## src/sps_defines.svh

```systemverilog
`ifndef SPS_DEFINES_SVH
`define SPS_DEFINES_SVH

// Bits in one serial byte
`define SPS_BITS_PER_BYTE 4'h8
// Width of the bit counter
`define SPS_CNT_W 4
// Reset levels of the synchronised select and serial clock
`define SPS_SEL_RST 1'b1
`define SPS_SCK_RST 1'b0

`endif

```

## src/sps_pkg.sv

```systemverilog
package sps_pkg;
  typedef enum logic [1:0] {
    SPS_IDLE   = 2'h0,
    SPS_ACTIVE = 2'h1,
    SPS_WAIT   = 2'h3
  } sps_state_t;
endpackage

```

## src/sps_sync.sv

```systemverilog
`timescale 1ns/100ps
module sps_sync #(
  parameter logic RST_VAL = 1'b0
) (
  input  wire logic i_clk,
  input  wire logic i_reset_n,
  input  wire logic i_async,
  output logic      o_sync
);
  logic stage1_ff;
  logic stage2_ff;

  always_ff @(posedge i_clk or negedge i_reset_n) begin
    if (!i_reset_n) begin
      stage1_ff <= RST_VAL;
      stage2_ff <= RST_VAL;
    end else begin
      stage1_ff <= i_async;
      stage2_ff <= stage1_ff;
    end
  end

  assign o_sync = stage2_ff;
endmodule

```

## src/sps_pin_ctrl.sv

```systemverilog
// Behaviour
// - Enabled interface owns serial clock direction
// - Phase 1 accepts bytes with select held
// - Slave role: select always interface input
// - Slave fault only when fault detect enabled
// - Deselected slave tri-states data out
// - Deselected slave ignores serial clock edges
// - Master fault needs fault detect enable
// - Master without detect frees select pin
// - Master with detect: select input only
// - Disabled interface frees select pin
// - Select level always readable by port
// - Four flags, each gated onto interrupts
// - Master fault aborts and frees pins
// - Slave select high mid-transfer raises fault
// - Phase 1 starts on clock leaving idle
// - Fault clears by status read, control write
`timescale 1ns/100ps
`include "sps_defines.svh"
module sps_pin_ctrl (
  // Clock and reset
  input  wire logic            i_clk,
  input  wire logic            i_reset_n,
  // Configuration
  input  wire logic            i_iface_enable,
  input  wire logic            i_master_role_sel,
  input  wire logic            i_fault_detect_enable,
  input  wire logic            i_clock_phase_sel,
  input  wire logic            i_clock_polarity_sel,
  input  wire logic            i_error_irq_enable,
  input  wire logic            i_rx_irq_enable,
  input  wire logic            i_tx_irq_enable,
  // Flags from shift engine
  input  wire logic            i_rx_full_flag,
  input  wire logic            i_overflow_flag,
  input  wire logic            i_tx_empty_in,
  // Processor access strobes
  input  wire logic            i_status_read,
  input  wire logic            i_ctrl_write,
  // Shared port settings
  input  wire logic            i_port_dir_sel,
  input  wire logic            i_port_data_sel,
  input  wire logic            i_port_dir_sck,
  input  wire logic            i_port_data_sck,
  // Shift engine outputs
  input  wire logic            i_sck_engine_out,
  input  wire logic            i_miso_engine_out,
  // Pins
  input  wire logic            i_sel_pin,
  output logic                 o_sel_pin_out,
  output logic                 o_sel_pin_oe,
  input  wire logic            i_sck_pin,
  output logic                 o_sck_pin_out,
  output logic                 o_sck_pin_oe,
  output logic                 o_miso_out,
  output logic                 o_miso_oe,
  // Status and control outputs
  output logic                 o_sel_port_read,
  output logic                 o_contention_fault_flag,
  output logic                 o_tx_empty_flag,
  output logic                 o_iface_disable,
  output logic                 o_state_clear,
  output logic                 o_sck_sample,
  output logic                 o_sck_shift,
  output logic                 o_byte_done,
  output logic                 o_rx_irq,
  output logic                 o_tx_irq,
  output sps_pkg::sps_state_t  o_slave_state
);
  import sps_pkg::*;

  logic                  sel_s;
  logic                  sck_s;
  logic                  sck_prev_ff;
  logic                  leading;
  logic                  trailing;
  logic                  slave_en;
  logic                  master_fault;
  logic                  slave_fault;
  logic                  fault_cond;
  logic                  sel_owned;
  logic                  selected;
  sps_state_t            state_ff;
  sps_state_t            nxt_state;
  logic [`SPS_CNT_W-1:0] cnt_ff;
  logic [`SPS_CNT_W-1:0] nxt_cnt;
  logic                  sel_prev_ff;
  logic                  fault_ff;
  logic                  nxt_fault;
  logic                  armed_ff;
  logic                  nxt_armed;
  logic                  abort_ff;
  logic                  sample_ff;
  logic                  nxt_sample;
  logic                  shift_ff;
  logic                  nxt_shift;
  logic                  done_ff;
  logic                  nxt_done;
  logic                  txe_ff;

  // Pin synchronisers
  sps_sync #(.RST_VAL(`SPS_SEL_RST)) u_sel_sync (
    .i_clk     (i_clk),
    .i_reset_n (i_reset_n),
    .i_async   (i_sel_pin),
    .o_sync    (sel_s)
  );

  sps_sync #(.RST_VAL(`SPS_SCK_RST)) u_sck_sync (
    .i_clk     (i_clk),
    .i_reset_n (i_reset_n),
    .i_async   (i_sck_pin),
    .o_sync    (sck_s)
  );

  // Clock edge detection against the idle level
  assign leading  = (sck_prev_ff == i_clock_polarity_sel) &&
                    (sck_s != i_clock_polarity_sel);
  assign trailing = (sck_prev_ff != i_clock_polarity_sel) &&
                    (sck_s == i_clock_polarity_sel);

  assign slave_en = i_iface_enable && !i_master_role_sel;
  assign selected = slave_en && !sel_s;

  // Fault conditions
  assign master_fault = i_iface_enable && i_master_role_sel &&
                        i_fault_detect_enable && !sel_s;
  assign slave_fault  = slave_en && i_fault_detect_enable &&
                        (state_ff == SPS_ACTIVE) && sel_s;
  assign fault_cond   = master_fault || slave_fault;

  // Pin ownership
  assign sel_owned = i_iface_enable && !abort_ff &&
                     (!i_master_role_sel || i_fault_detect_enable);
  assign o_sel_pin_oe  = sel_owned ? 1'b0 : i_port_dir_sel;
  assign o_sel_pin_out = i_port_data_sel;
  assign o_sel_port_read = sel_s;

  assign o_sck_pin_oe  = (i_iface_enable && !abort_ff) ?
                         i_master_role_sel : i_port_dir_sck;
  assign o_sck_pin_out = (i_iface_enable && !abort_ff) ?
                         i_sck_engine_out : i_port_data_sck;

  assign o_miso_oe  = selected;
  assign o_miso_out = i_miso_engine_out;

  // Slave framing
  always_comb begin
    nxt_state  = state_ff;
    nxt_cnt    = cnt_ff;
    nxt_sample = 1'b0;
    nxt_shift  = 1'b0;
    nxt_done   = 1'b0;
    if (!slave_en) begin
      nxt_state = SPS_IDLE;
      nxt_cnt   = '0;
    end else begin
      unique case (state_ff)
        SPS_IDLE: begin
          nxt_cnt = '0;
          if (!i_clock_phase_sel && sel_prev_ff && !sel_s) begin
            nxt_state = SPS_ACTIVE;
          end else if (i_clock_phase_sel && !sel_s && leading) begin
            nxt_state  = SPS_ACTIVE;
            nxt_shift  = 1'b1;
          end
        end
        SPS_ACTIVE: begin
          if (sel_s) begin
            nxt_state = SPS_IDLE;
            nxt_cnt   = '0;
          end else begin
            nxt_sample = i_clock_phase_sel ? trailing : leading;
            nxt_shift  = i_clock_phase_sel ? leading : trailing;
            if (trailing) begin
              nxt_cnt = cnt_ff + 1'b1;
            end
            if (trailing && cnt_ff == `SPS_BITS_PER_BYTE - 1'b1) begin
              nxt_done  = 1'b1;
              nxt_cnt   = '0;
              nxt_state = i_clock_phase_sel ? SPS_IDLE : SPS_WAIT;
            end
          end
        end
        SPS_WAIT: begin
          if (sel_s) begin
            nxt_state = SPS_IDLE;
          end
        end
        default: begin
          nxt_state = SPS_IDLE;
        end
      endcase
    end
  end

  // Fault flag, set wins over clear
  always_comb begin
    nxt_fault = fault_ff;
    nxt_armed = armed_ff;
    if (i_status_read && fault_ff) begin
      nxt_armed = 1'b1;
    end
    if (i_ctrl_write && armed_ff && !fault_cond) begin
      nxt_fault = 1'b0;
      nxt_armed = 1'b0;
    end
    if (fault_cond) begin
      nxt_fault = 1'b1;
    end
  end

  always_ff @(posedge i_clk or negedge i_reset_n) begin
    if (!i_reset_n) begin
      state_ff    <= SPS_IDLE;
      cnt_ff      <= '0;
      sck_prev_ff <= `SPS_SCK_RST;
      sel_prev_ff <= `SPS_SEL_RST;
      fault_ff    <= 1'b0;
      armed_ff    <= 1'b0;
      abort_ff    <= 1'b0;
      sample_ff   <= 1'b0;
      shift_ff    <= 1'b0;
      done_ff     <= 1'b0;
      txe_ff      <= 1'b0;
    end else begin
      state_ff    <= nxt_state;
      cnt_ff      <= nxt_cnt;
      sck_prev_ff <= sck_s;
      sel_prev_ff <= sel_s;
      fault_ff    <= nxt_fault;
      armed_ff    <= nxt_armed;
      abort_ff    <= master_fault;
      sample_ff   <= nxt_sample;
      shift_ff    <= nxt_shift;
      done_ff     <= nxt_done;
      txe_ff      <= i_tx_empty_in || master_fault;
    end
  end

  assign o_contention_fault_flag = fault_ff;
  assign o_tx_empty_flag = txe_ff;
  assign o_iface_disable = abort_ff;
  assign o_state_clear   = abort_ff;
  assign o_sck_sample    = sample_ff;
  assign o_sck_shift     = shift_ff;
  assign o_byte_done     = done_ff;
  assign o_slave_state   = state_ff;

  // Interrupt requests from the four flags
  assign o_rx_irq = (i_rx_full_flag && i_rx_irq_enable) ||
                    ((i_overflow_flag || fault_ff) &&
                     i_error_irq_enable);
  assign o_tx_irq = txe_ff && i_tx_irq_enable;

  // Checks
  sck_dir_a: assert property (
    @(posedge i_clk) disable iff (!i_reset_n)
    (i_iface_enable && !abort_ff) |-> o_sck_pin_oe == i_master_role_sel)
    else $error("Serial clock direction not owned");

  cpha1_hold_a: assert property (
    @(posedge i_clk) disable iff (!i_reset_n)
    (state_ff == SPS_ACTIVE && i_clock_phase_sel && nxt_done &&
     slave_en && !sel_s) |=> state_ff == SPS_IDLE)
    else $error("Phase 1 byte end did not rearm");

  slave_sel_in_a: assert property (
    @(posedge i_clk) disable iff (!i_reset_n)
    (slave_en && !abort_ff) |-> !o_sel_pin_oe)
    else $error("Slave select pin driven");

  miso_hiz_a: assert property (
    @(posedge i_clk) disable iff (!i_reset_n)
    (slave_en && sel_s) |-> !o_miso_oe)
    else $error("Data out driven while deselected");

  sck_ignore_a: assert property (
    @(posedge i_clk) disable iff (!i_reset_n)
    (slave_en && sel_s) |=> !o_sck_sample && !o_sck_shift)
    else $error("Clock edge passed while deselected");

  fault_gate_a: assert property (
    @(posedge i_clk) disable iff (!i_reset_n)
    $rose(fault_ff) |-> $past(i_fault_detect_enable))
    else $error("Fault set without detect enable");

  master_gpio_a: assert property (
    @(posedge i_clk) disable iff (!i_reset_n)
    (i_iface_enable && i_master_role_sel && !i_fault_detect_enable)
      |-> o_sel_pin_oe == i_port_dir_sel)
    else $error("Select pin not released");

  off_gpio_a: assert property (
    @(posedge i_clk) disable iff (!i_reset_n)
    !i_iface_enable |-> o_sel_pin_oe == i_port_dir_sel)
    else $error("Disabled select pin not released");

  abort_seq_a: assert property (
    @(posedge i_clk) disable iff (!i_reset_n)
    master_fault |=> o_iface_disable && o_tx_empty_flag && fault_ff)
    else $error("Master fault abort missing");

  slave_fault_a: assert property (
    @(posedge i_clk) disable iff (!i_reset_n)
    (slave_en && i_fault_detect_enable && state_ff == SPS_ACTIVE &&
     sel_s) |=> fault_ff)
    else $error("Slave deselect fault missed");

  fault_clear_a: assert property (
    @(posedge i_clk) disable iff (!i_reset_n)
    $fell(fault_ff) |-> $past(i_ctrl_write) && $past(armed_ff) &&
      !$past(fault_cond))
    else $error("Fault cleared without sequence");
endmodule

```

## config.mk

```make
export PLATFORM = sky130hd
export DESIGN_NAME = sps_pin_ctrl
export DESIGN_NICKNAME = d
export VERILOG_FILES = /design/src/sps_pkg.sv /design/src/sps_sync.sv /design/src/sps_pin_ctrl.sv
export VERILOG_INCLUDE_DIRS = /design/src /design/src/src
export SDC_FILE = /design/constraint.sdc
export NUM_CORES = 1
export LEC_CHECK = 0
export ABC_AREA = 1
export BUFFER_PORTS_ARGS = -buffer_cell sky130_fd_sc_hd__buf_4
export CAP_MARGIN = 20
export CORE_ASPECT_RATIO = 1.2
export CORE_UTILIZATION = 51
export DETAILED_ROUTE_END_ITERATION = 10
export PLACE_DENSITY = 0.94
export SLEW_MARGIN = 30
export SYNTH_ARGS = -nofsm -noshare
export SYNTH_HDL_FRONTEND = slang
export SYNTH_SLANG_ARGS = --single-unit
```

## constraint.sdc

```tcl
create_clock -name i_clk -period 2.5 [get_ports i_clk]
set_input_delay 0.5 -clock i_clk [delete_from_list [all_inputs] [get_ports i_clk]]
set_output_delay 0.5 -clock i_clk [all_outputs]
set_load 0.03 [all_outputs]
```

==> run_results.csv, run 1 <==
group,metric,value,unit
outcome,status,"finished, final reports clean",
cts,postCtsSetupBuffers,0,
yosys,avgSynthCellArea,8.19,um2
yosys,synth-simple-area-share,35.9,%
cts,clock-sinks,19,
routing,num_vias,973,
yosys,synth_compound_area_share,7.10,%
yosys,synthMuxAreaShare,0,%
yosys,ys_seq_area_share,46.1,%
yosys,syn_area,1040,um2
grt,antenna_found_initial,0,
yosys,yosys.area.top_type,"dfrtp_1",
yosys,synthTopCellsByArea,"dfrtp_1 39%, nand2_1 14%, dfstp_2 7.6%",
cts,numCtsBuffers,3,
floorplan,num_io_pins,41,
sta,worst_slew_pin_slew,242,ps
floorplan,rows,17,
cts,post_cts_resized,0,
setup_path,worstSetupStartpointType,"register",
power_and_ir_drop,power.internal,461,uW
floorplan,coreArea,1870,um2
yosys,yosys_warnings,0,
power_and_ir_drop,combPwrFrac,25.3,%
setup_path,r2r_cells,8,
setup_path,rr_endpoint,"cnt_ff[3]",
cts,holdBufCountCts,0,
sta,fin_crit_sh,73.4,%
cts,cts_max_level,1,
power_and_ir_drop,p_switching,217,uW
cts,path_clk_slew,110,ps
yosys,ys.flop_type,"dfrtp_1",
placed_design,gp_congestion,0.790,
grt,grt_max_degree,20,
placed_design,placed_cells,179,
layout,finalNonFillerCells,183,
routing,drcViolationCount,0,
grt,track_usage,21.0,%
yosys,synth_most_common_cell,"nand2_1",
layout,antenna_cells,0,
sta,finalHoldViolCount,0,
yosys,synthArstFlopShare,100,%
yosys,synth_fa_ha_area_share,1.20,%
worst_hold_path,hold_class,"input pin to asynchronous set/reset pin",
flow_run,cap_viol_max_count,0,
power_and_ir_drop,swShare,31.9,%
sta,report.final.slew_viol_count,0,
layout,syn_to_final_growth,28.8,%
grt,grt-ovfl-total,0,
yosys,yosys.area_share.xor_xnor,0,%
power_and_ir_drop,clkPwrFrac,23.2,%
sta,finalCriticalPeriod,1840,ps
setup_path,reg2reg_slack,1230,ps
routing,final_antenna_net_count,0,
yosys,ys_seq_elements,19,
grt,grt_pass1_vias,900,
power_and_ir_drop,leakage,0.000759,uW
sta,hold_slack,42.4,ps
sta,fmax,545,MHz
setup_path,crit_fanout,6,
yosys,yosysUniqueCellTypes,28,
grt,grt_pass1_wl,3600,um
cts,cts_buffer_depth,2,
layout,final_layout_size_suffix_gt1_share,39.0,%
yosys,synth_edf_count,0,
cts,cts-root-buf,"clkbuf_4",
cts,cts_tree,"yes",
routing,wl,2210,um
setup_path,crit_arrival,1340,ps
sta,rsz0062_at_grt,"no",
setup_path,worst_ep_required_time,2000,ps
yosys,synthCells,127,
floorplan,start_util,55.5,%
yosys,synth_top_family_by_area,"simple AND/OR/NAND/NOR gates",
floorplan,die_w,43.2,um
setup_path,r2r-start,"cnt_ff[0]",
sta,finalSetupTns,0,ps
routing,drt_iter0_markers,22,
cts,clk_latency,300,ps
floorplan,die_h,51.5,um
yosys,synth_nets,151,
routing,wire_per_inst,12.1,um
power_and_ir_drop,powerDensity,506,nW/um2
setup_path,worstSetupPathType,"register to primary output",
routing,vias_per_cell,5.32,
floorplan,die-area,2220,um2
sta,final.setup_skew,6.17,ps
routing,dr.pass1.iters,5,
yosys,yosys.area.top_type_share,38.5,%
setup_path,end_kind,"primary output",
layout,fin_nets,189,
yosys,synth_common_cells,"39 x nand2_1, 16 x dfrtp_1, 13 x inv_1, 8 x inv_2, 7 x nor2_1",
power_and_ir_drop,pwr-share-seq,51.5,%
power_and_ir_drop,ir_worst_vdd,0.538,mV
sta,slew_headroom,83.9,%
placed_design,port_buffers,36,
placed_design,dp_hpwl,1820,um
sta,setup_viol,0,
-- layout make-up --
type                            instances  area [um2]
Clock buffer                            3        22.5
Tap cell                               19        23.8
Fill cell                             147         533
Inverter                               21        78.8
Timing Repair Buffer                   36         270
Sequential cell                        19         479
Multi-Input combinational cell         84         459
Clock inverter                          1        5.00
-- per-layer routing --
layer | global-route usage, % | vias to the layer above | share of wire, %
met5 | 0 | - | 0
met4 | 5.56 | 0 | 1.3
met3 | 2.47 | 4 | 5.7
met2 | 40.3 | 43 | 55
met1 | 23.9 | 449 | 38
li1 | - | 477 | -
-- per-stage QoR --
step / power (uW) / area [um2] / utilization (%) / setup slack, ps
floorplan: 458 / 1040 / - / 583
global placement: 520 / 1310 / 70.1 / 833
detailed placement: 528 / 1310 / 70.1 / 782
CTS: 683 / 1340 / 71.5 / 659
global route: 709 / 1340 / 71.5 / 595
finish: 678 / 1340 / 71.5 / 664
-- layout by cell type, fill, tap and decap left out, types with 2 or more instances in the layout --
cell type  synthesis  layout
buf_4              3      36
clkbuf_4           0       3
dfrtp_1           16      16
dfstp_2            3       3
inv_1             13      13
inv_2              8       8
nand2_1           39      39
nand2_2            4       4
nand2_4            2       2
nand3_1            4       4
nand3_2            2       2
nand3b_1           2       2
nand4_1            4       4
nor2_1             7       7
o21ai_0            3       3
o21ai_1            2       2
o22ai_1            3       3
-- critical path, stage by stage, from the launching register on --
cell and delay, ps:
dfstp_2 600, inv_2 80, nand3_4 120, inv_1 70, buf_4 170
-- how the worst max path moves through the flow --
stage                            startpoint  cells after the start      endpoint  slack (ps)
after floorplan             o_iface_disable                      3  o_sck_pin_oe         580
after global placement       i_iface_enable                      6  o_sel_pin_oe         830
after detailed placement     i_iface_enable                      6  o_sck_pin_oe         780
after CTS                 u_sel_sync.o_sync                      4     o_miso_oe         660
after global routing      u_sel_sync.o_sync                      4     o_miso_oe         590
final                     u_sel_sync.o_sync                      4     o_miso_oe         660
-- state kept, by name, indices dropped and copies added, names as in the netlist --
signal,cells
u_sck_sync.o_sync,1
u_sck_sync.stage1_ff,1
o_sck_sample,1
u_sel_sync.stage1_ff,1
sel_prev_ff,1
o_slave_state,2
cnt_ff,4
o_contention_fault_flag,1
o_iface_disable,1
o_byte_done,1
o_sck_shift,1
sck_prev_ff,1
o_tx_empty_flag,1
armed_ff,1
u_sel_sync.o_sync,1
-- cells by family after synthesis --
logic type                 count (synthesis)
and+or+nand+nor                           71
buffers and inverters                     24
DFF                                       19
AOI/OAI and AO/OA                         12
adders and majority gates                  1
-- power groups by stage --
stage	registers, uW	logic [uW]	clock network, uW
floorplan	371	87.2	0
global placement	353	167	0
detailed placement	355	173	0
CTS	349	173	161
global route	351	188	170
finish	349	172	157
(Power assumes the default switching activity.)
==> run 2: changes to the inputs <==
- CORE_UTILIZATION: 51 -> 43
- PLACE_DENSITY: 0.94 -> 0.86
- clock period: 2.5 -> 1.5 ns (I/O delays scaled with it)
==> run 2 against run 1 <==
Against the previous run:
- cell count increased by 9.3%
- via count increased by 0.62%
- register-to-register slack got worse by 1000 ps
- flip-flop and latch count unchanged
- clock power increased by 56%
- die area increased by 18%
- combinational power increased by 78%
- first-iteration DRC count unchanged
- final area increased by 5.0%
==> run_results.csv, run 2 (same netlist as run 1, synthesis figures left out) <==
group,metric,value,unit
power_and_ir_drop,powerDensity,805,nW/um2
setup_path,worstSetupPathType,"register to primary output",
cts,path_clk_slew,100,ps
setup_path,crit_arrival,1200,ps
flow_run,cap_viol_max_count,0,
setup_path,worstSetupStartpointType,"register",
layout,final_layout_size_suffix_gt1_share,41.4,%
sta,hold_slack,111,ps
layout,layout_common_cells,"39 x nand2_1, 37 x buf_4, 16 x dfrtp_1",
routing,drt_iter0_markers,22,
power_and_ir_drop,ir_worst_vdd,0.878,mV
layout,final_cell_area,1410,um2
placed_design,dp_slack,162,ps
power_and_ir_drop,leakage,0.000779,uW
layout,top_register,"cnt_ff",
cts,cts-root-buf,"clkbuf_4",
cts,clock-sinks,19,
sta,worst_slew_pin_slew,237,ps
cts,cts_tree,"yes",
sta,final.setup_skew,2.49,ps
worst_hold_path,hold_class,"input pin to register",
layout,fillers,208,
placed_design,gp_congestion,0.779,
setup_path,crit_fanout,4,
floorplan,die_w,46.9,um
sta,fin_ws,2.32,ps
routing,final_antenna_net_count,0,
cts,cts_max_level,1,
cts,clk_latency,290,ps
sta,report.final.slew_viol_count,0,
sta,fmax,668,MHz
sta,finalCriticalPeriod,1500,ps
grt,grt-ovfl-total,0,
sta,setup_viol,0,
layout,antenna_cells,0,
grt,grt_pass1_vias,924,
floorplan,start_util,45.6,%
placed_design,port_buffers,36,
grt,grt_pass1_wl,3670,um
sta,rsz0062_at_grt,"yes",
sta,finalSetupTns,0,ps
setup_path,worst_ep_required_time,1200,ps
floorplan,die-area,2620,um2
floorplan,rows,19,
grt,grt_max_degree,20,
floorplan,num_io_pins,41,
sta,slew_headroom,84.2,%
placed_design,placed_cell_area,1330,um2
floorplan,coreArea,2280,um2
routing,wl,2330,um
routing,dr.pass1.iters,4,
layout,multi_input_area,462,um2
setup_path,worstSetupStartpoint,"o_iface_disable",
layout,largest_reg_flops,4,
setup_path,end_kind,"primary output",
grt,track_usage,19.2,%
setup_path,path_cells,"nor2_2, inv_2, o21a_1, buf_6",
setup_path,r2r-start,"cnt_ff[0]",
routing,num_vias,979,
sta,finalHoldViolCount,0,
outcome,status,"finished, final reports clean",
layout,final_common_cell,"nand2_1",
floorplan,die_h,55.9,um
grt,antenna_found_initial,0,
routing,wire_per_inst,11.6,um
setup_path,max_stage_delay,400,ps
routing,vias_per_cell,4.90,
setup_path,slowest_stage,"dfrtp_1",
placed_design,dp_hpwl,1800,um
layout,fin_nets,194,
routing,drcViolationCount,0,
cts,cts_buffer_depth,2,
layout,final-seq-area,479,um2
layout,syn_to_final_growth,35.3,%
sta,fin_crit_sh,99.8,%
cts,numCtsBuffers,3,
worst_hold_path,worstHoldStart,"i_sck_pin",
[run 2: changes by cell type in the layout (fill, tap and decap cells not counted), sizes merged]
cell	change
dlygate4sd3	+1
clkinv	-1
clkbuf	+1
buf	+4
[run 2: per-layer routing]
layer	share of wire [%]	up-vias	global-route usage, %
met4	2.9	0	10.6
met2	54	38	32.7
met1	37	453	21.8
li1	-	480	-
met3	5.8	8	2.27
met5	0	-	0
[run 2: final cells by class]
type | count | share of cell area (%)
inverter | 21 | 5.60
timing repair buffer | 41 | 22.9
sequential | 19 | 34.1
tap | 31 | 2.76
multi-input combinational | 84 | 32.8
clock buffer | 4 | 1.87
[run 2: worst max-delay path, delay by kind of cell, from the launching register on]
kind | cells | cell delay, ps
and+or+nand+nor | 1 | 120
AOI/OAI and AO/OA | 1 | 180
buffers and inverters | 2 | 210
DFF | 1 | 400
[run 2: through the flow]
step,util (%),total power (uW),std cells
after floorplan,-,764,127
after global placement,58.1,867,191
after detailed placement,58.1,882,191
after CTS,61.0,1150,199
after global routing,61.6,1210,200
final,61.6,1130,200
[run 2: where the power goes]
| group | switching [uW] | leakage, uW | internal (uW) | total, uW |
|---|---|---|---|---|
| Sequential | 29.0 | 0.000241 | 552 | 581 |
| Combinational | 178 | 0.000523 | 128 | 306 |
| Clock | 142 | 0.0000150 | 103 | 245 |
| Total | 349 | 0.000779 | 783 | 1130 |
[run 2: worst paths after layout]
check                                       end  slack, ps  cells after the start
max                                o_sel_pin_oe          2                      4
min                        u_sck_sync.stage1_ff        110                      1
max reg2reg                           cnt_ff[3]        220                      8
min reg2reg                   u_sck_sync.o_sync        360                      0
max in group asynchronous           sel_prev_ff        840                      2
min in group asynchronous             cnt_ff[0]        400                      2
[run 2: what timing repair did]
action                     in CTS  in global routing
hold endpoints to repair       16                  0
setup endpoints to repair       4                  4
hold buffers                    1                  0
pin swaps                       2                  1
buffers inserted                3                  1
resized for setup               3                  3
